`config.mk`:
```
export PLATFORM = sky130hd
export DESIGN_NAME = gps_fll_status_and_control
export DESIGN_NICKNAME = d
export VERILOG_FILES = /design/src/fll_pkg.sv /design/src/gps_fll_status_and_control.sv
export SDC_FILE = /design/constraint.sdc
export NUM_CORES = 1
export LEC_CHECK = 0
export ABC_AREA = 1
export BUFFER_PORTS_ARGS = -buffer_cell sky130_fd_sc_hd__clkbuf_2
export CORE_MARGIN = 1
export CORE_UTILIZATION = 60
export CTS_CLUSTER_SIZE = 30
export DETAILED_ROUTE_END_ITERATION = 6
export PLACE_DENSITY = 0.78
export SYNTH_ARGS = -nofsm -noshare
export SYNTH_HDL_FRONTEND = slang
export SYNTH_SLANG_ARGS = --single-unit
```
`constraint.sdc`:
```
create_clock -name mclk -period 12.4 [get_ports mclk]
set_input_delay 2.48 -clock mclk [delete_from_list [all_inputs] [get_ports mclk]]
set_output_delay 2.48 -clock mclk [all_outputs]
set_load 0.02 [all_outputs]
```
`src/fll_pkg.sv`:
```
// shared constants, types and register map of the frequency-locked-loop supervisor
package fll_pkg;
  // timing
  localparam int unsigned CLK_PERIOD_NS  = 4;
  localparam int unsigned BAUD_RATE      = 4800;
  localparam int unsigned BAUD_DIV       = 1_000_000_000 / (CLK_PERIOD_NS * BAUD_RATE);
  localparam int unsigned PPS_PER_SAMPLE = 16;
  localparam int unsigned FRAME_BITS     = 10;
  localparam int unsigned LINE_CHARS     = 38;

  // loop numbers
  localparam logic [15:0] NOMINAL     = 16'h6800;
  localparam logic [13:0] DAC_MAX     = 14'h3FFF;
  localparam logic [13:0] DAC_RST     = 14'h2000;
  localparam logic [13:0] STEP_COARSE = 14'h0010;
  localparam logic [13:0] STEP_FINE   = 14'h0001;
  localparam logic [15:0] ACC_ONE     = 16'h0001;

  // register byte addresses
  localparam int unsigned AXI_AW   = 8;
  localparam logic [7:0] REG_CTRL  = 8'h00;
  localparam logic [7:0] REG_CMD   = 8'h04;
  localparam logic [7:0] REG_CYCLE = 8'h08;
  localparam logic [7:0] REG_THR   = 8'h0C;
  localparam logic [7:0] REG_DAC   = 8'h10;
  localparam logic [7:0] REG_STAT  = 8'h14;
  localparam logic [7:0] REG_MEAS  = 8'h18;

  // fields and reset values
  localparam int unsigned CTRL_GATE  = 0;
  localparam int unsigned CTRL_SUM   = 1;
  localparam int unsigned CTRL_MAN   = 2;
  localparam int unsigned CMD_ACLR   = 0;
  localparam int unsigned CMD_SCLR   = 1;
  localparam int unsigned THR_F_LSB  = 0;
  localparam int unsigned THR_L_LSB  = 8;
  localparam int unsigned THR_H_LSB  = 16;
  localparam int unsigned THR_W_LSB  = 24;
  localparam logic [2:0]  CTRL_RST   = 3'h0;
  localparam logic [15:0] CYCLE_RST  = 16'h0200;
  localparam logic [31:0] THR_RST    = 32'hC8080408;
  localparam int unsigned AL_UNLK    = 0;
  localparam int unsigned AL_BOT     = 1;
  localparam int unsigned AL_TOP     = 2;
  localparam int unsigned AL_HOLD    = 3;
  localparam logic [1:0]  RESP_OKAY  = 2'h0;
  localparam logic [1:0]  RESP_SLV   = 2'h2;

  // characters
  localparam logic [7:0] CH_L = 8'h4C, CH_U = 8'h55, CH_H = 8'h48, CH_D = 8'h44;
  localparam logic [7:0] CH_B = 8'h42, CH_T = 8'h54, CH_C = 8'h43, CH_F = 8'h46;
  localparam logic [7:0] CH_DOT = 8'h2E, CH_PLUS = 8'h2B, CH_MINUS = 8'h2D, CH_EQ = 8'h3D;
  localparam logic [7:0] CH_SP = 8'h20, CH_CR = 8'h0D, CH_LF = 8'h0A;
  localparam logic [7:0] CH_0 = 8'h30, CH_A = 8'h41;

  typedef enum logic [1:0] {
    ST_UNLOCKED = 2'b00, ST_LOCKED = 2'b01, ST_HOLDOVER = 2'b10, ST_DISABLED = 2'b11
  } fll_state_t;

  typedef struct packed {
    logic [AXI_AW-1:0] awaddr;
    logic              awvalid;
    logic [31:0]       wdata;
    logic [3:0]        wstrb;
    logic              wvalid;
    logic              bready;
    logic [AXI_AW-1:0] araddr;
    logic              arvalid;
    logic              rready;
  } axi_req_t;

  typedef struct packed {
    logic        awready;
    logic        wready;
    logic [1:0]  bresp;
    logic        bvalid;
    logic        arready;
    logic [31:0] rdata;
    logic [1:0]  rresp;
    logic        rvalid;
  } axi_rsp_t;
endpackage

```
`src/gps_fll_status_and_control.sv`:
```
// frequency-locked-loop supervisor with status line transmitter and register slave
// Overview of operation
// - send one status line every sample
// - serial 4800 baud, 8N1, no flow control
// - hex ASCII fields, line ends CR LF
// - loop state char L, U, H, D
// - alarms stay latched until alarm clear
// - alarm chars U, B, T, H; else period
// - DAC is 14 bits, shown as five hex
// - direction +, -, = at cycle end unless disabled, else period
// - coarse step 16 C, fine step 1 F
// - readout is 16-bit count, nominal 0x6800
// - cycle ends when sample count reaches size
// - accumulated difference is signed two's complement
// - summing mode adds signed sample difference
// - voting mode adds or subtracts one
// - free-running 16-bit timestamp, no loop effect
// - holdover counter counts samples in holdover
// - holdover counter at wait limit goes unlocked
// - lock threshold met only when strictly below
// - gating disables outputs only while not locked/holdover
// - gating off by default, on when selected
// - LED flashes red while any alarm latched
// - locked sample at or beyond holdover limit enters holdover
// - unlocked cycle end under lock limit locks
// - holdover counter zeroed on holdover entry
// - coarse step when difference reaches coarse threshold
`timescale 1ns/1ns
module gps_fll_status_and_control
  import fll_pkg::*;
#(
  parameter int unsigned BAUD_DIV_P = BAUD_DIV
) (
  // clock and reset
  input  wire logic     mclk,
  input  wire logic     resetn,
  // register bus
  input  wire axi_req_t axi_req,
  output axi_rsp_t      axi_rsp,
  // timing pins
  input  wire logic     pps_pin,
  input  wire logic     osc_pin,
  // tuning and outputs
  output logic [13:0]   dac_value,
  output logic          ref_out_en,
  output logic          led_red,
  output logic          led_green,
  output logic          txd
);

  if (BAUD_DIV_P < 2 || BAUD_DIV_P > 65535) begin : g_bad_baud
    $error("baud divider out of range");
  end

  function automatic logic [7:0] hx(input logic [3:0] n);
    return (n < 4'hA) ? CH_0 + {4'h0, n} : CH_A + {4'h0, n - 4'hA};
  endfunction

  function automatic logic [31:0] merge(input logic [31:0] o, input logic [31:0] n, input logic [3:0] s);
    logic [31:0] r;
    r = o;
    for (int i = 0; i < 4; i++) begin
      if (s[i]) begin
        r[8*i +: 8] = n[8*i +: 8];
      end
    end
    return r;
  endfunction

  // pin synchronisers: stage 0 feeds only stage 1
  logic [2:0] pps_s_q, pps_s_d, osc_s_q, osc_s_d;
  always_comb begin
    pps_s_d = {pps_s_q[1:0], pps_pin};
    osc_s_d = {osc_s_q[1:0], osc_pin};
  end
  always_ff @(posedge mclk) begin
    if (!resetn) begin
      pps_s_q <= 3'h0;
      osc_s_q <= 3'h0;
    end else begin
      pps_s_q <= pps_s_d;
      osc_s_q <= osc_s_d;
    end
  end
  logic pps_rise, osc_rise;
  assign pps_rise = pps_s_q[1] & ~pps_s_q[2];
  assign osc_rise = osc_s_q[1] & ~osc_s_q[2];

  // sample window: count reference edges over sixteen pulses, low 16 bits kept
  logic [15:0] osc_cnt_q, osc_cnt_d, freq_q, freq_d;
  logic [3:0]  pps_idx_q, pps_idx_d;
  logic        samp_q, samp_d, flash_q, flash_d;
  always_comb begin
    osc_cnt_d = osc_rise ? osc_cnt_q + 16'h0001 : osc_cnt_q;
    pps_idx_d = pps_idx_q;
    freq_d    = freq_q;
    samp_d    = 1'b0;
    flash_d   = flash_q ^ pps_rise;
    if (pps_rise) begin
      pps_idx_d = pps_idx_q + 4'h1;
      if (pps_idx_q == 4'(PPS_PER_SAMPLE - 1)) begin
        freq_d    = osc_cnt_d;
        osc_cnt_d = 16'h0000;
        samp_d    = 1'b1;
      end
    end
  end
  always_ff @(posedge mclk) begin
    if (!resetn) begin
      osc_cnt_q <= 16'h0000;
      pps_idx_q <= 4'h0;
      freq_q    <= NOMINAL;
      samp_q    <= 1'b0;
      flash_q   <= 1'b0;
    end else begin
      osc_cnt_q <= osc_cnt_d;
      pps_idx_q <= pps_idx_d;
      freq_q    <= freq_d;
      samp_q    <= samp_d;
      flash_q   <= flash_d;
    end
  end

  // configuration, written over the bus
  logic [2:0]  ctrl_q;
  logic [15:0] cycle_q;
  logic [31:0] thr_q;
  logic        aclr_q, sclr_q, dacwr_q;
  logic [13:0] dacw_q;

  // loop state
  fll_state_t         state_q, state_d;
  logic signed [15:0] acc_q, acc_d, acc_n, diff;
  logic [15:0]        scnt_q, scnt_d, ts_q, ts_d, absd, absa;
  logic [7:0]         hcnt_q, hcnt_d, sign_q, sign_d, size_q, size_d;
  logic [13:0]        dac_q, dac_d, step;
  logic [3:0]         alarm_q, alarm_d, aset;
  logic [14:0]        dac_up;
  logic               cyc_end, snap_q;

  always_comb begin
    diff    = signed'(freq_q - NOMINAL);
    absd    = diff[15] ? 16'(-diff) : 16'(diff);
    if (ctrl_q[CTRL_SUM]) begin
      acc_n = acc_q + diff;
    end else if (diff > 0) begin
      acc_n = acc_q + signed'(ACC_ONE);
    end else if (diff < 0) begin
      acc_n = acc_q - signed'(ACC_ONE);
    end else begin
      acc_n = acc_q;
    end
    absa    = acc_n[15] ? 16'(-acc_n) : 16'(acc_n);
    cyc_end = (scnt_q + 16'h0001) >= cycle_q;
    step    = (absa >= {8'h00, thr_q[THR_F_LSB +: 8]}) ? STEP_COARSE : STEP_FINE;
    dac_up  = {1'b0, dac_q} + {1'b0, step};
    state_d = state_q;
    acc_d   = acc_q;
    scnt_d  = sclr_q ? 16'h0000 : scnt_q;
    ts_d    = ts_q;
    hcnt_d  = hcnt_q;
    sign_d  = sign_q;
    size_d  = size_q;
    dac_d   = (dacwr_q && state_q == ST_DISABLED) ? dacw_q : dac_q;
    aset    = 4'h0;
    if (samp_q) begin
      ts_d   = ts_q + 16'h0001;
      sign_d = CH_DOT;
      size_d = CH_DOT;
      acc_d  = acc_n;
      scnt_d = scnt_q + 16'h0001;
      if (cyc_end) begin
        acc_d  = 16'sh0000;
        scnt_d = 16'h0000;
        if (state_q != ST_DISABLED) begin
          if (acc_n == 0) begin
            sign_d = CH_EQ;
          end else begin
            size_d = (step == STEP_COARSE) ? CH_C : CH_F;
            if (acc_n > 0) begin
              sign_d = CH_MINUS;
              dac_d  = (dac_q <= step) ? 14'h0000 : dac_q - step;
              aset[AL_BOT] = (dac_q <= step);
            end else begin
              sign_d = CH_PLUS;
              dac_d  = (dac_up >= {1'b0, DAC_MAX}) ? DAC_MAX : dac_up[13:0];
              aset[AL_TOP] = (dac_up >= {1'b0, DAC_MAX});
            end
          end
        end
      end
      unique case (state_q)
        ST_UNLOCKED: begin
          if (cyc_end && absa < {8'h00, thr_q[THR_L_LSB +: 8]}) begin
            state_d = ST_LOCKED;
          end
        end
        ST_LOCKED: begin
          if (absd >= {8'h00, thr_q[THR_H_LSB +: 8]}) begin
            state_d = ST_HOLDOVER;
            hcnt_d  = 8'h00;
          end
        end
        ST_HOLDOVER: begin
          if (absd < {8'h00, thr_q[THR_L_LSB +: 8]}) begin
            state_d = ST_LOCKED;
          end else begin
            hcnt_d = hcnt_q + 8'h01;
            if (hcnt_d >= thr_q[THR_W_LSB +: 8]) begin
              state_d       = ST_UNLOCKED;
              aset[AL_HOLD] = 1'b1;
            end
          end
        end
        ST_DISABLED: begin
        end
      endcase
    end
    if (ctrl_q[CTRL_MAN]) begin
      state_d = ST_DISABLED;
    end else if (state_q == ST_DISABLED) begin
      state_d = ST_UNLOCKED;
    end
    aset[AL_UNLK] = (state_d == ST_UNLOCKED) && (state_q != ST_UNLOCKED);
    // a new event beats a clear in the same cycle
    alarm_d = (aclr_q ? 4'h0 : alarm_q) | aset;
  end
  always_ff @(posedge mclk) begin
    if (!resetn) begin
      state_q <= ST_UNLOCKED;
      acc_q   <= 16'sh0000;
      scnt_q  <= 16'h0000;
      ts_q    <= 16'h0000;
      hcnt_q  <= 8'h00;
      sign_q  <= CH_DOT;
      size_q  <= CH_DOT;
      dac_q   <= DAC_RST;
      alarm_q <= 4'h0;
      snap_q  <= 1'b0;
    end else begin
      state_q <= state_d;
      acc_q   <= acc_d;
      scnt_q  <= scnt_d;
      ts_q    <= ts_d;
      hcnt_q  <= hcnt_d;
      sign_q  <= sign_d;
      size_q  <= size_d;
      dac_q   <= dac_d;
      alarm_q <= alarm_d;
      snap_q  <= samp_q;
    end
  end

  assign dac_value  = dac_q;
  assign ref_out_en = !ctrl_q[CTRL_GATE] || state_q == ST_LOCKED || state_q == ST_HOLDOVER;
  assign led_red    = (|alarm_q) & flash_q;
  assign led_green  = !(|alarm_q) && state_q == ST_LOCKED;

  // status line, built from the values settled one cycle after the sample
  logic [7:0]             st_ch, al_ch;
  logic [LINE_CHARS*8-1:0] line_v;
  always_comb begin
    unique case (state_q)
      ST_UNLOCKED: st_ch = CH_U;
      ST_LOCKED:   st_ch = CH_L;
      ST_HOLDOVER: st_ch = CH_H;
      ST_DISABLED: st_ch = CH_D;
    endcase
    // only one character fits, so the most severe latched alarm is shown
    if (alarm_q[AL_HOLD]) begin
      al_ch = CH_H;
    end else if (alarm_q[AL_TOP]) begin
      al_ch = CH_T;
    end else if (alarm_q[AL_BOT]) begin
      al_ch = CH_B;
    end else if (alarm_q[AL_UNLK]) begin
      al_ch = CH_U;
    end else begin
      al_ch = CH_DOT;
    end
    line_v = {st_ch, CH_SP, al_ch, CH_SP,
              hx(4'h0), hx({2'b00, dac_q[13:12]}), hx(dac_q[11:8]), hx(dac_q[7:4]), hx(dac_q[3:0]), CH_SP,
              sign_q, CH_SP, size_q, CH_SP,
              hx(freq_q[15:12]), hx(freq_q[11:8]), hx(freq_q[7:4]), hx(freq_q[3:0]), CH_SP,
              hx(scnt_q[15:12]), hx(scnt_q[11:8]), hx(scnt_q[7:4]), hx(scnt_q[3:0]), CH_SP,
              hx(acc_q[15:12]), hx(acc_q[11:8]), hx(acc_q[7:4]), hx(acc_q[3:0]), CH_SP,
              hx(ts_q[15:12]), hx(ts_q[11:8]), hx(ts_q[7:4]), hx(ts_q[3:0]), CH_SP,
              hx(hcnt_q[7:4]), hx(hcnt_q[3:0]), CH_CR, CH_LF};
  end

  // serial transmitter, one start, eight data lsb first, one stop
  logic                    busy_q, busy_d, txd_q, txd_d;
  logic [LINE_CHARS*8-1:0] line_q, line_d;
  logic [5:0]              chidx_q, chidx_d;
  logic [3:0]              bit_q, bit_d;
  logic [15:0]             baud_q, baud_d;
  logic [9:0]              frame_q, frame_d;
  always_comb begin
    busy_d  = busy_q;
    line_d  = line_q;
    chidx_d = chidx_q;
    bit_d   = bit_q;
    baud_d  = baud_q;
    frame_d = frame_q;
    if (!busy_q) begin
      if (snap_q) begin
        busy_d  = 1'b1;
        line_d  = line_v << 8;
        frame_d = {1'b1, line_v[LINE_CHARS*8-1 -: 8], 1'b0};
        chidx_d = 6'h00;
        bit_d   = 4'h0;
        baud_d  = 16'h0000;
      end
    end else if (baud_q == 16'(BAUD_DIV_P - 1)) begin
      baud_d = 16'h0000;
      if (bit_q == 4'(FRAME_BITS - 1)) begin
        bit_d   = 4'h0;
        chidx_d = chidx_q + 6'h01;
        frame_d = {1'b1, line_q[LINE_CHARS*8-1 -: 8], 1'b0};
        line_d  = line_q << 8;
        busy_d  = chidx_q != 6'(LINE_CHARS - 1);
      end else begin
        bit_d   = bit_q + 4'h1;
        frame_d = {1'b1, frame_q[9:1]};
      end
    end else begin
      baud_d = baud_q + 16'h0001;
    end
    txd_d = busy_d ? frame_d[0] : 1'b1;
  end
  always_ff @(posedge mclk) begin
    if (!resetn) begin
      busy_q  <= 1'b0;
      line_q  <= '0;
      chidx_q <= 6'h00;
      bit_q   <= 4'h0;
      baud_q  <= 16'h0000;
      frame_q <= 10'h3FF;
      txd_q   <= 1'b1;
    end else begin
      busy_q  <= busy_d;
      line_q  <= line_d;
      chidx_q <= chidx_d;
      bit_q   <= bit_d;
      baud_q  <= baud_d;
      frame_q <= frame_d;
      txd_q   <= txd_d;
    end
  end
  assign txd = txd_q;

  // register slave: address and data taken in either order, one write and one read at a time
  logic              awh_q, awh_d, wh_q, wh_d, bv_q, bv_d, rv_q, rv_d, wr_go, ok;
  logic [AXI_AW-1:0] awa_q, awa_d, wa;
  logic [31:0]       wd_q, wd_d, wdx, rd_q, rd_d;
  logic [3:0]        ws_q, ws_d, wsx;
  logic [1:0]        br_q, br_d, rr_q, rr_d;
  logic [2:0]        ctrl_d;
  logic [15:0]       cycle_d;
  logic [31:0]       thr_d, c32;
  logic              aclr_d, sclr_d, dacwr_d;
  logic [13:0]       dacw_d;
  always_comb begin
    awh_d = awh_q | (axi_req.awvalid & ~awh_q & ~bv_q);
    awa_d = (axi_req.awvalid & ~awh_q & ~bv_q) ? axi_req.awaddr : awa_q;
    wh_d  = wh_q | (axi_req.wvalid & ~wh_q & ~bv_q);
    wd_d  = (axi_req.wvalid & ~wh_q & ~bv_q) ? axi_req.wdata : wd_q;
    ws_d  = (axi_req.wvalid & ~wh_q & ~bv_q) ? axi_req.wstrb : ws_q;
    wr_go = awh_q & wh_q & ~bv_q;
    wa    = awa_q;
    wdx   = wd_q;
    wsx   = ws_q;
    bv_d  = bv_q & ~axi_req.bready;
    br_d  = br_q;
    ctrl_d  = ctrl_q;
    cycle_d = cycle_q;
    thr_d   = thr_q;
    aclr_d  = 1'b0;
    sclr_d  = 1'b0;
    dacwr_d = 1'b0;
    dacw_d  = dacw_q;
    ok      = 1'b1;
    c32     = 32'h0000_0000;
    if (wr_go) begin
      awh_d = 1'b0;
      wh_d  = 1'b0;
      bv_d  = 1'b1;
      unique case (wa)
        REG_CTRL:  begin
          c32    = merge({29'h0, ctrl_q}, wdx, wsx);
          ctrl_d = c32[2:0];
        end
        REG_CMD:   begin
          aclr_d = wsx[0] & wdx[CMD_ACLR];
          sclr_d = wsx[0] & wdx[CMD_SCLR];
        end
        REG_CYCLE: begin
          c32     = merge({16'h0, cycle_q}, wdx, wsx);
          cycle_d = c32[15:0];
        end
        REG_THR:   thr_d = merge(thr_q, wdx, wsx);
        REG_DAC:   begin
          c32     = merge({18'h0, dac_q}, wdx, wsx);
          dacw_d  = c32[13:0];
          dacwr_d = 1'b1;
        end
        REG_STAT, REG_MEAS: ok = 1'b1;
        default:   ok = 1'b0;
      endcase
      br_d = ok ? RESP_OKAY : RESP_SLV;
    end
    rv_d = rv_q & ~axi_req.rready;
    rd_d = rd_q;
    rr_d = rr_q;
    if (axi_req.arvalid && !rv_q) begin
      rv_d = 1'b1;
      rr_d = RESP_OKAY;
      unique case (axi_req.araddr)
        REG_CTRL:  rd_d = {29'h0, ctrl_q};
        REG_CMD:   rd_d = 32'h0000_0000;
        REG_CYCLE: rd_d = {scnt_q, cycle_q};
        REG_THR:   rd_d = thr_q;
        REG_DAC:   rd_d = {18'h0, dac_q};
        REG_STAT:  rd_d = {ts_q, hcnt_q, 2'b00, alarm_q, state_q};
        REG_MEAS:  rd_d = {acc_q, freq_q};
        default: begin
          rd_d = 32'h0000_0000;
          rr_d = RESP_SLV;
        end
      endcase
    end
  end
  always_ff @(posedge mclk) begin
    if (!resetn) begin
      awh_q <= 1'b0; wh_q <= 1'b0; bv_q <= 1'b0; rv_q <= 1'b0;
      awa_q <= '0; wd_q <= 32'h0; ws_q <= 4'h0; rd_q <= 32'h0;
      br_q <= RESP_OKAY; rr_q <= RESP_OKAY;
      ctrl_q <= CTRL_RST; cycle_q <= CYCLE_RST; thr_q <= THR_RST;
      aclr_q <= 1'b0; sclr_q <= 1'b0; dacwr_q <= 1'b0; dacw_q <= DAC_RST;
    end else begin
      awh_q <= awh_d; wh_q <= wh_d; bv_q <= bv_d; rv_q <= rv_d;
      awa_q <= awa_d; wd_q <= wd_d; ws_q <= ws_d; rd_q <= rd_d;
      br_q <= br_d; rr_q <= rr_d;
      ctrl_q <= ctrl_d; cycle_q <= cycle_d; thr_q <= thr_d;
      aclr_q <= aclr_d; sclr_q <= sclr_d; dacwr_q <= dacwr_d; dacw_q <= dacw_d;
    end
  end
  always_comb begin
    axi_rsp.awready = ~awh_q & ~bv_q;
    axi_rsp.wready  = ~wh_q & ~bv_q;
    axi_rsp.bvalid  = bv_q;
    axi_rsp.bresp   = br_q;
    axi_rsp.arready = ~rv_q;
    axi_rsp.rvalid  = rv_q;
    axi_rsp.rdata   = rd_q;
    axi_rsp.rresp   = rr_q;
  end
endmodule // gps_fll_status_and_control

```
; ---- Word level (Yosys, flattened, before mapping)
; Cells that the tools add are included.
[word_totals]
reg_bits = 631
inputBits = 61
output_inout_bits = 59
wordCells = 364
[op_classes]
add_sub_neg = 82
bitwise = 28
n_mux = 111
reduce_logical = 39
n_eq_ne = 25
order_cmp = 33
[ops]
columns = op, count
row1 = two-way mux 304 bit, 4
row2 = two-way mux 16 bit, 15
row3 = two-way mux 8 bit, 25
row4 = one-hot mux 32 bit (6 select lines), 1
row5 = adder 7 x 4 -> 8 bit (first input constant), 22
row6 = adder 6 x 4 -> 7 bit (first input constant), 21
row7 = two-way mux 14 bit, 8
row8 = < comparator 4 bit (second input constant), 21
row9 = subtractor 4 bit (second input constant), 21
row10 = adder 16 x 1 -> 16 bit (second input constant), 4
row11 = two-way mux 7 bit, 7
row12 = equality test 8 x 5 -> 1 bit (second input constant), 6
row13 = equality test 8 x 4 -> 1 bit (second input constant), 4
row14 = >= comparator 16 x 8 -> 1 bit, 2
row15 = > comparator 16 x 1 -> 1 bit (second input constant), 2
row16 = logical NOT 32 bit, 1
row17 = < comparator 16 x 8 -> 1 bit, 2
row18 = negation 16 bit, 2
row19 = one-hot mux 8 bit (4 select lines), 1
row20 = two-way mux 10 bit, 3
row21 = two-way mux 6 bit, 5
row22 = AND reduction 3 bit, 9
row23 = two-way mux 2 bit, 12
row24 = two-way mux 4 bit, 5
row25 = 48 further kinds, 115

; ---- Longest topological paths before layout
; Gate-level depths: netlist of run 1.
[logic_depth]
ltp_word = 17
depth_mapped = 45
mapped_depth_nobuf = 44

; ---- Least setup slack after synthesis of run 1
; No wires, ideal clock.
[synth_path]
path_type = register to register
from = register freq_q[11]
to = register dac_q[5] (netlist: dac_value[5])
setup_ns = 0.080
slack_ns = 6.454
n_path_buf = 3
t_required_ns = 12.320
synth_period_minus_slack_ns = 5.946
stages_incl_launch_ff = 40
t_arrival_ns = 5.866
cell_sequence = dfxtp_1 > inv_1 > ha_1 > inv_1 > ha_1 > nand2_1 > nor2_1 > and2_1 > nand2_1 > a21oi_1 > nor2_1 > a21oi_4 > buf_6 > buf_2 > nand2_1 > xor2_1 > inv_1 > ha_1 > [... 4 more ...] > o21ai_0 > nor3_2 > ha_1 > ha_1 > nand2_1 > nor2_1 > o21ai_1 > nor3_2 > nand2_1 > nor2_1 > xor2_1 > inv_1 > o41ai_1 > nand2_1 > nand2_2 > buf_4 > a211oi_1 > a211oi_2
[synth_between]
elab_chain_cells = 17
word_cells_on_any_way = 24
cone_classes = add/sub (5) / order compare (6) / mux (12) / reduce/logical (1)
[synth_rtl]
columns = element, line
row1 = "start, declared", gps_fll_status_and_control.sv:90  ; logic [15:0] osc_cnt_q, osc_cnt_d, freq_q, freq_d;
row2 = "start signal, assigned", gps_fll_status_and_control.sv:118  ; freq_q <= freq_d;
row3 = subtractor 16 x 15 -> 16 bit *, gps_fll_status_and_control.sv:142  ; diff = signed'(freq_q - NOMINAL);
row4 = < comparator 16 x 1 -> 1 bit, gps_fll_status_and_control.sv:148  ; end else if (diff < 0) begin
row5 = two-way mux 16 bit, gps_fll_status_and_control.sv:148
row6 = two-way mux 16 bit, gps_fll_status_and_control.sv:146  ; end else if (diff > 0) begin
row7 = two-way mux 16 bit *, gps_fll_status_and_control.sv:144  ; if (ctrl_q[CTRL_SUM]) begin
row8 = negation 16 bit, gps_fll_status_and_control.sv:153  ; absa = acc_n[15] ? 16'(-acc_n) : 16'(acc_n);
row9 = two-way mux 16 bit, gps_fll_status_and_control.sv:153
row10 = >= comparator 16 x 8 -> 1 bit, gps_fll_status_and_control.sv:155  ; step = (absa >= {8'h00, thr_q[THR_F_LSB +: 8]}) ? STEP_COARSE : STEP_FINE;
row11 = two-way mux 5 bit, gps_fll_status_and_control.sv:155
row12 = adder 14 x 5 -> 15 bit, gps_fll_status_and_control.sv:156  ; dac_up = {1'b0, dac_q} + {1'b0, step};
row13 = >= comparator 15 x 14 -> 1 bit, gps_fll_status_and_control.sv:186  ; dac_d = (dac_up >= {1'b0, DAC_MAX}) ? DAC_MAX : dac_up[13:0];
row14 = two-way mux 14 bit, gps_fll_status_and_control.sv:186
row15 = two-way mux 14 bit, gps_fll_status_and_control.sv:180  ; if (acc_n > 0) begin
row16 = two-way mux 14 bit *, gps_fll_status_and_control.sv:176  ; if (acc_n == 0) begin
row17 = two-way mux 14 bit *, gps_fll_status_and_control.sv:175  ; if (state_q != ST_DISABLED) begin
row18 = two-way mux 14 bit *, gps_fll_status_and_control.sv:172  ; if (cyc_end) begin
row19 = two-way mux 14 bit *, gps_fll_status_and_control.sv:166  ; if (samp_q) begin
row20 = "end signal, assigned", gps_fll_status_and_control.sv:237  ; dac_q <= DAC_RST;
row21 = "end signal, assigned", gps_fll_status_and_control.sv:248  ; dac_q <= dac_d;
row22 = "end, declared", gps_fll_status_and_control.sv:136  ; logic [13:0] dac_q, dac_d, step;
; Mark *: on every way between the ends. The rest lies on a longest branch, timed or not.
; A chain may end at the register's enable or synchronous reset.

; ---- Final worst setup path of run 1
[layout_path]
from = register freq_q[12]
to = register dac_q[0] (netlist: dac_value[0])
; The elaborated chain is that of the path after synthesis.

==> results of run 1 <==
## state kept, by name, indices dropped and copies added (netlist names), 8 cells and up
signal,count
cycle_q,16
scnt_q,16
acc_q,16
line_q,248
frame_q,10
baud_q,16
wd_q,32
rd_q,32
freq_q,16
hcnt_q,8
thr_q,32
ts_q,16
awa_q,8
dac_value,14
dacw_q,14
osc_cnt_q,16
## cell families after synthesis
family                   synth area share [%]
AO/OA/AOI/OAI                            22.1
XOR/XNOR                                 2.94
adder cells (fa/ha/maj)                  8.06
buffers and inverters                    8.37
flip-flops                               36.9
multiplexers                           0.0326
other                                  0.0122
AND/OR/NAND/NOR                          21.6
## how the worst min path moves through the flow
stage	from	to	slack, ns
after floorplan	osc_s_q[0]	osc_s_q[1]	0.39
after global placement	osc_s_q[0]	osc_s_q[1]	0.40
after detailed placement	osc_s_q[0]	osc_s_q[1]	0.40
after CTS	osc_s_q[0]	osc_s_q[1]	0.42
after global routing	osc_s_q[0]	osc_s_q[1]	0.45
final	osc_s_q[0]	osc_s_q[1]	0.42
## power by group through the flow
stage | combinational (mW) | clock, mW | sequential, mW
after floorplan | 0.0778 | 0 | 1.88
after global placement | 0.111 | 0 | 1.89
after detailed placement | 0.112 | 0 | 1.89
after CTS | 0.113 | 2.02 | 1.85
after global routing | 0.127 | 2.10 | 1.85
final | 0.114 | 2.02 | 1.85
## metal layers
metal | track usage [%] | routed length (microns) | up-vias
met2 | 54.0 | 40700 | 1345
met1 | 49.2 | 41400 | 13648
met4 | 15.6 | 4150 | 2
met5 | 0 | 11 | -
li1 | - | - | 14314
met3 | 5.59 | 8280 | 228
## final cells by class
cell class	instances	area, sq um	area share, %
Sequential cell	565	11300	33.7
Clock inverter	34	554	1.65
Tap cell	672	841	2.51
Multi-Input combinational cell	3075	16800	50.1
Clock buffer	74	1650	4.93
Timing Repair Buffer	142	782	2.33
Inverter	416	1580	4.72
## placed cells by master, fill, tap and decap left out, drive strengths merged, types with 6 or more instances in the layout
cell type	Yosys	final
inv	405	409
o22ai	69	69
clkinvlp	0	6
o311ai	8	8
nand2	872	872
nor2	437	437
or2	17	17
o221a	7	7
a311oi	13	13
a21oi	454	454
o21ai	426	426
nand3b	11	11
nor3	38	38
buf	56	25
nand4	30	30
xnor2	23	23
nor4	8	8
clkinv	11	21
dfxtp	565	565
a221oi	16	16
a22oi	19	19
o31ai	13	13
o221ai	11	11
ha	196	196
nand3	144	144
o2111ai	7	7
o21bai	10	10
nor3b	7	7
clkbuf	174	191
xor2	80	80
a31oi	75	75
a211oi	35	35
o211ai	25	25
bufinv	0	14
## metrics by stage
stage	area (sq um)	total power [mW]	hold slack, ns
6_report	33500	3.98	0.416
5_1_grt	33500	4.08	0.451
3_3_place_gp	31300	2.00	0.401
4_1_cts	33500	3.98	0.422
3_5_place_dp	31300	2.00	0.404
2_1_floorplan	30700	1.96	0.390
## worst max-delay path: cells and delay by family (launching register included)
| kind | cells | cell delay (ns) |
|---|---|---|
| fa+ha+maj | 5 | 1.28 |
| compound gates | 10 | 2.02 |
| simple gates | 17 | 2.35 |
| flops | 1 | 0.41 |
| buf+inv | 5 | 0.51 |
| xor+xnor | 2 | 0.37 |
==> out/metrics.yaml, run 1 <==
row_count: 82
n_fill_cell: 4495
ys_ff_latch: 565
cts_tree: "yes"
r2r-end: "dac_value[0]"
cts_setup_buffers: 0
crit_required_ns: 12.94
cts.sinks: 565
worstMarginPinSlew_ns: 1.16
drcViolationCount: 0
reg2reg_slack_ns: 5.34
post_route_cells_drive_above_1_share_pct: 8.38
cts_root_buf: "clkbuf_16"
switching_power_mw: 0.884
synth_edf_count: 0
synth.area.top_cells: "dfxtp_1, nand2_1, ha_1, a21oi_1, o21ai_0"
ys_seq_area_share_pct: 36.9
status: "finished, final reports clean"
path_clk_slew_ns: 0.06
fmax_mhz: 142
yosysTopAreaCellShare_pct: 36.9
utilization_pct: 66.7
intPower_mw: 3.10
power_density_nw_per_um2: 119
cpMostUsedCell: "nand2_1"
synth_area_sq_um: 30700
critPathArrivalTime_ns: 7.59
routed_via_density: 5.93
synthCells: 4285
max-vdd-ir-drop_mv: 0.115
rsz0062_at_grt: "false"
boundaryPins: 120
place.gp.congestion: 0.991
num_antenna_cells: 0
die_area_sq_um: 52000
cp-start-kind: "flip-flop"
grt_max_degree: 214
die_h_microns: 228
crit_slowest_cell: "a21oi_4"
core_sq_um: 50300
cellLeakagePower_nw: 14.1
critical_path_class: "flip-flop to flip-flop"
skew_ns: 0.0259
grt_pass1_wl_microns: 147000
wl_microns: 94600
hold_path.class: "flip-flop to flip-flop"
grt_pass1_vias: 26614
nNetsFinal: 4516
antenna_found_initial: 1
setup_violations: 0
setup.worst_path.end: "dac_value[0]"
dp_hpwl_microns: 67200
setup_ws_ns: 5.34
ys_types: 71
synth.avg_cell_area_sq_um: 7.16
start_util_pct: 61.0
htree_levels: 2
crit_fanout: 21
grt_overflow: 0
areaGrowthSynthToFinish_pct: 9.38
cts.repair.resized: 0
ys_async_sr_fraction_pct: 0
dieWidth_microns: 228
num_vias: 29537
synth_top_area_cell: "dfxtp_1"
pwr-share-seq_pct: 46.5
yosys_warnings: 0
reg2reg_depth: 39
stdcell_count: 4978
finalHoldViolCount: 0
crit_path_start: "freq_q[12]"
max-cap-violations: 0
drt_iter0_markers: 3314
post-route-min-period_ns: 7.06
dpl.cell_count: 4870
fin_tns_setup_ns: 0
drtPass1Iterations: 6
insertion_delay_ns: 0.63
dpl_worst_slack_ns: 5.46
reg2reg_from: "freq_q[12]"
ys_top_cells_by_count: "nand2_1, dfxtp_1, a21oi_1, nor2_1, o21ai_0"
max_stage_delay_ns: 0.47
synthFlopType: "dfxtp_1"
cts_made_buffers: 58
final_max_slew_viol_count: 0
grt_use_total_pct: 35.3
crit_path_end_kind: "flip-flop"
sw_frac_of_total_pct: 22.2
synth_most_common_cell: "nand2_1"
slew_headroom_pct: 22.7
hold_buffers: 0
ant_nets: 0
worstHoldPathCells: 2
wl_per_cell_microns: 19.0
p_clk_share_pct: 50.7
power.share.combinational_pct: 2.9
finalCritPeriodShare_pct: 56.9
port_buffers: 117
clock_path_buffers: 3
No activity file was read; power rests on OpenSTA's default activity.
==> inputs of run 2 (changes only) <==
Clock period 12.4 ns to 6.68 ns, I/O delays scaled along.
==> out/metrics.yaml, run 2 (synthesized netlist as in run 1, its figures left out) <==
finalCritPeriodShare_pct: 93.8
layout_common_cells: "nand2_1, dfxtp_1, a21oi_1"
wl_per_cell_microns: 18.8
grt_pass1_vias: 26416
critPathArrivalTime_ns: 6.83
max-cap-violations: 0
drcViolationCount: 0
crit_required_ns: 7.24
p_total_mw: 6.87
largest_register_ffs: 248
seqCellArea_sq_um: 11300
grt_pass1_wl_microns: 146000
skew_ns: 0.0451
cts_tree: "yes"
grt_max_degree: 208
num_vias: 29461
crit_slowest_cell: "dfxtp_2"
drtPass1Iterations: 6
worstMarginPinSlew_ns: 1.15
wl_microns: 94100
nNetsFinal: 4546
slew_headroom_pct: 23.4
die_h_microns: 228
hold_path.class: "flip-flop to flip-flop"
antenna_found_initial: 1
cts.sinks: 565
ant_nets: 0
setup_violations: 0
grt_use_total_pct: 35.1
dieWidth_microns: 228
start_util_pct: 61.0
dpl.cell_count: 4891
cts_made_buffers: 58
boundaryPins: 120
final_common_cell: "nand2_1"
timing.hold.ws_ns: 0.423
power_density_nw_per_um2: 204
hold_buffers: 0
fmax_mhz: 160
top_register: "line_q"
core_sq_um: 50300
grt_overflow: 0
crit_family: "compound AO/OA/AOI/OAI gates"
finalHoldViolCount: 0
crit_fanout: 7
num_antenna_cells: 0
port_buffers: 117
insertion_delay_ns: 0.63
row_count: 82
place.gp.congestion: 1.01
max-vdd-ir-drop_mv: 0.216
cts_root_buf: "clkbuf_16"
cp-start-kind: "flip-flop"
dp_hpwl_microns: 67200
areaGrowthSynthToFinish_pct: 9.54
htree_levels: 2
n_fill_cell: 4514
die_area_sq_um: 52000
routed_via_density: 5.89
stdcell_count: 5000
post_route_cells_drive_above_1_share_pct: 9.29
status: "finished, final reports clean"
crit_path_end_kind: "flip-flop"
worst-path-buf-inv: 8
cellLeakagePower_nw: 14.1
drt_iter0_markers: 2982
final_max_slew_viol_count: 0
path_clk_slew_ns: 0.06
post-route-min-period_ns: 6.27
multi_input_area_sq_um: 16900
clock_path_buffers: 3
max_stage_delay_ns: 0.45
critical_path_class: "flip-flop to flip-flop"
run 2: worst reg2reg max path: cells and delay by family (launching register included):
| kind | cells | cell delay [ns] |
|---|---|---|
| fa+ha+maj | 4 | 1.10 |
| simple gates | 13 | 1.54 |
| buf+inv | 8 | 1.28 |
| flops | 1 | 0.45 |
| compound gates | 9 | 1.55 |
| xor+xnor | 2 | 0.28 |
run 2: through the flow:
step           util, %  cell area, sq um  setup TNS, ns  setup WS, ns
6_report          66.8             33600              0         0.413
3_5_place_dp      62.7             31500              0         0.118
4_1_cts           66.4             33400              0        0.0659
3_3_place_gp      62.7             31500              0         0.315
5_1_grt           66.8             33600        -0.0307       -0.0195
2_1_floorplan        -             30700              0         0.734
run 2: final timing paths:
check,from,end,slack [ns],cells past startpoint
worst max register to register,acc_q[1],dac_value[10],0.41,36
worst max-delay path,acc_q[1],dac_value[10],0.41,36
worst min register to register,osc_s_q[0],osc_s_q[1],0.42,2
worst min-delay path,osc_s_q[0],osc_s_q[1],0.42,2
run 2: final cells by class:
type / count / area share [%]
sequential: 565 / 33.7
tap: 672 / 2.50
multi-input combinational: 3075 / 50.4
clock inverter: 22 / 0.715
timing repair buffer: 172 / 3.12
inverter: 416 / 4.73
clock buffer: 78 / 4.84
run 2: timing repair:
action,4_1_cts,5_1_grt
endpoints found under the hold margin,0,0
resized for setup,0,37
setup buffers,0,9
endpoints found under the setup margin,0,15
run 2: metal layers:
layer	share of wire [%]	global-route usage (%)	wire length (microns)	vias up
li1	-	-	-	14394
met1	44	49.4	41000	13560
met2	43	53.0	40500	1286
met3	8.7	4.96	8220	219
met4	4.5	16.2	4250	2
met5	0.0096	0	9	-
run 2: power breakdown:
part | switching, mW | internal (mW)
Clock | 1.37 | 1.85
Sequential | 0.0324 | 3.40
Combinational | 0.153 | 0.0608
Total | 1.55 | 5.31
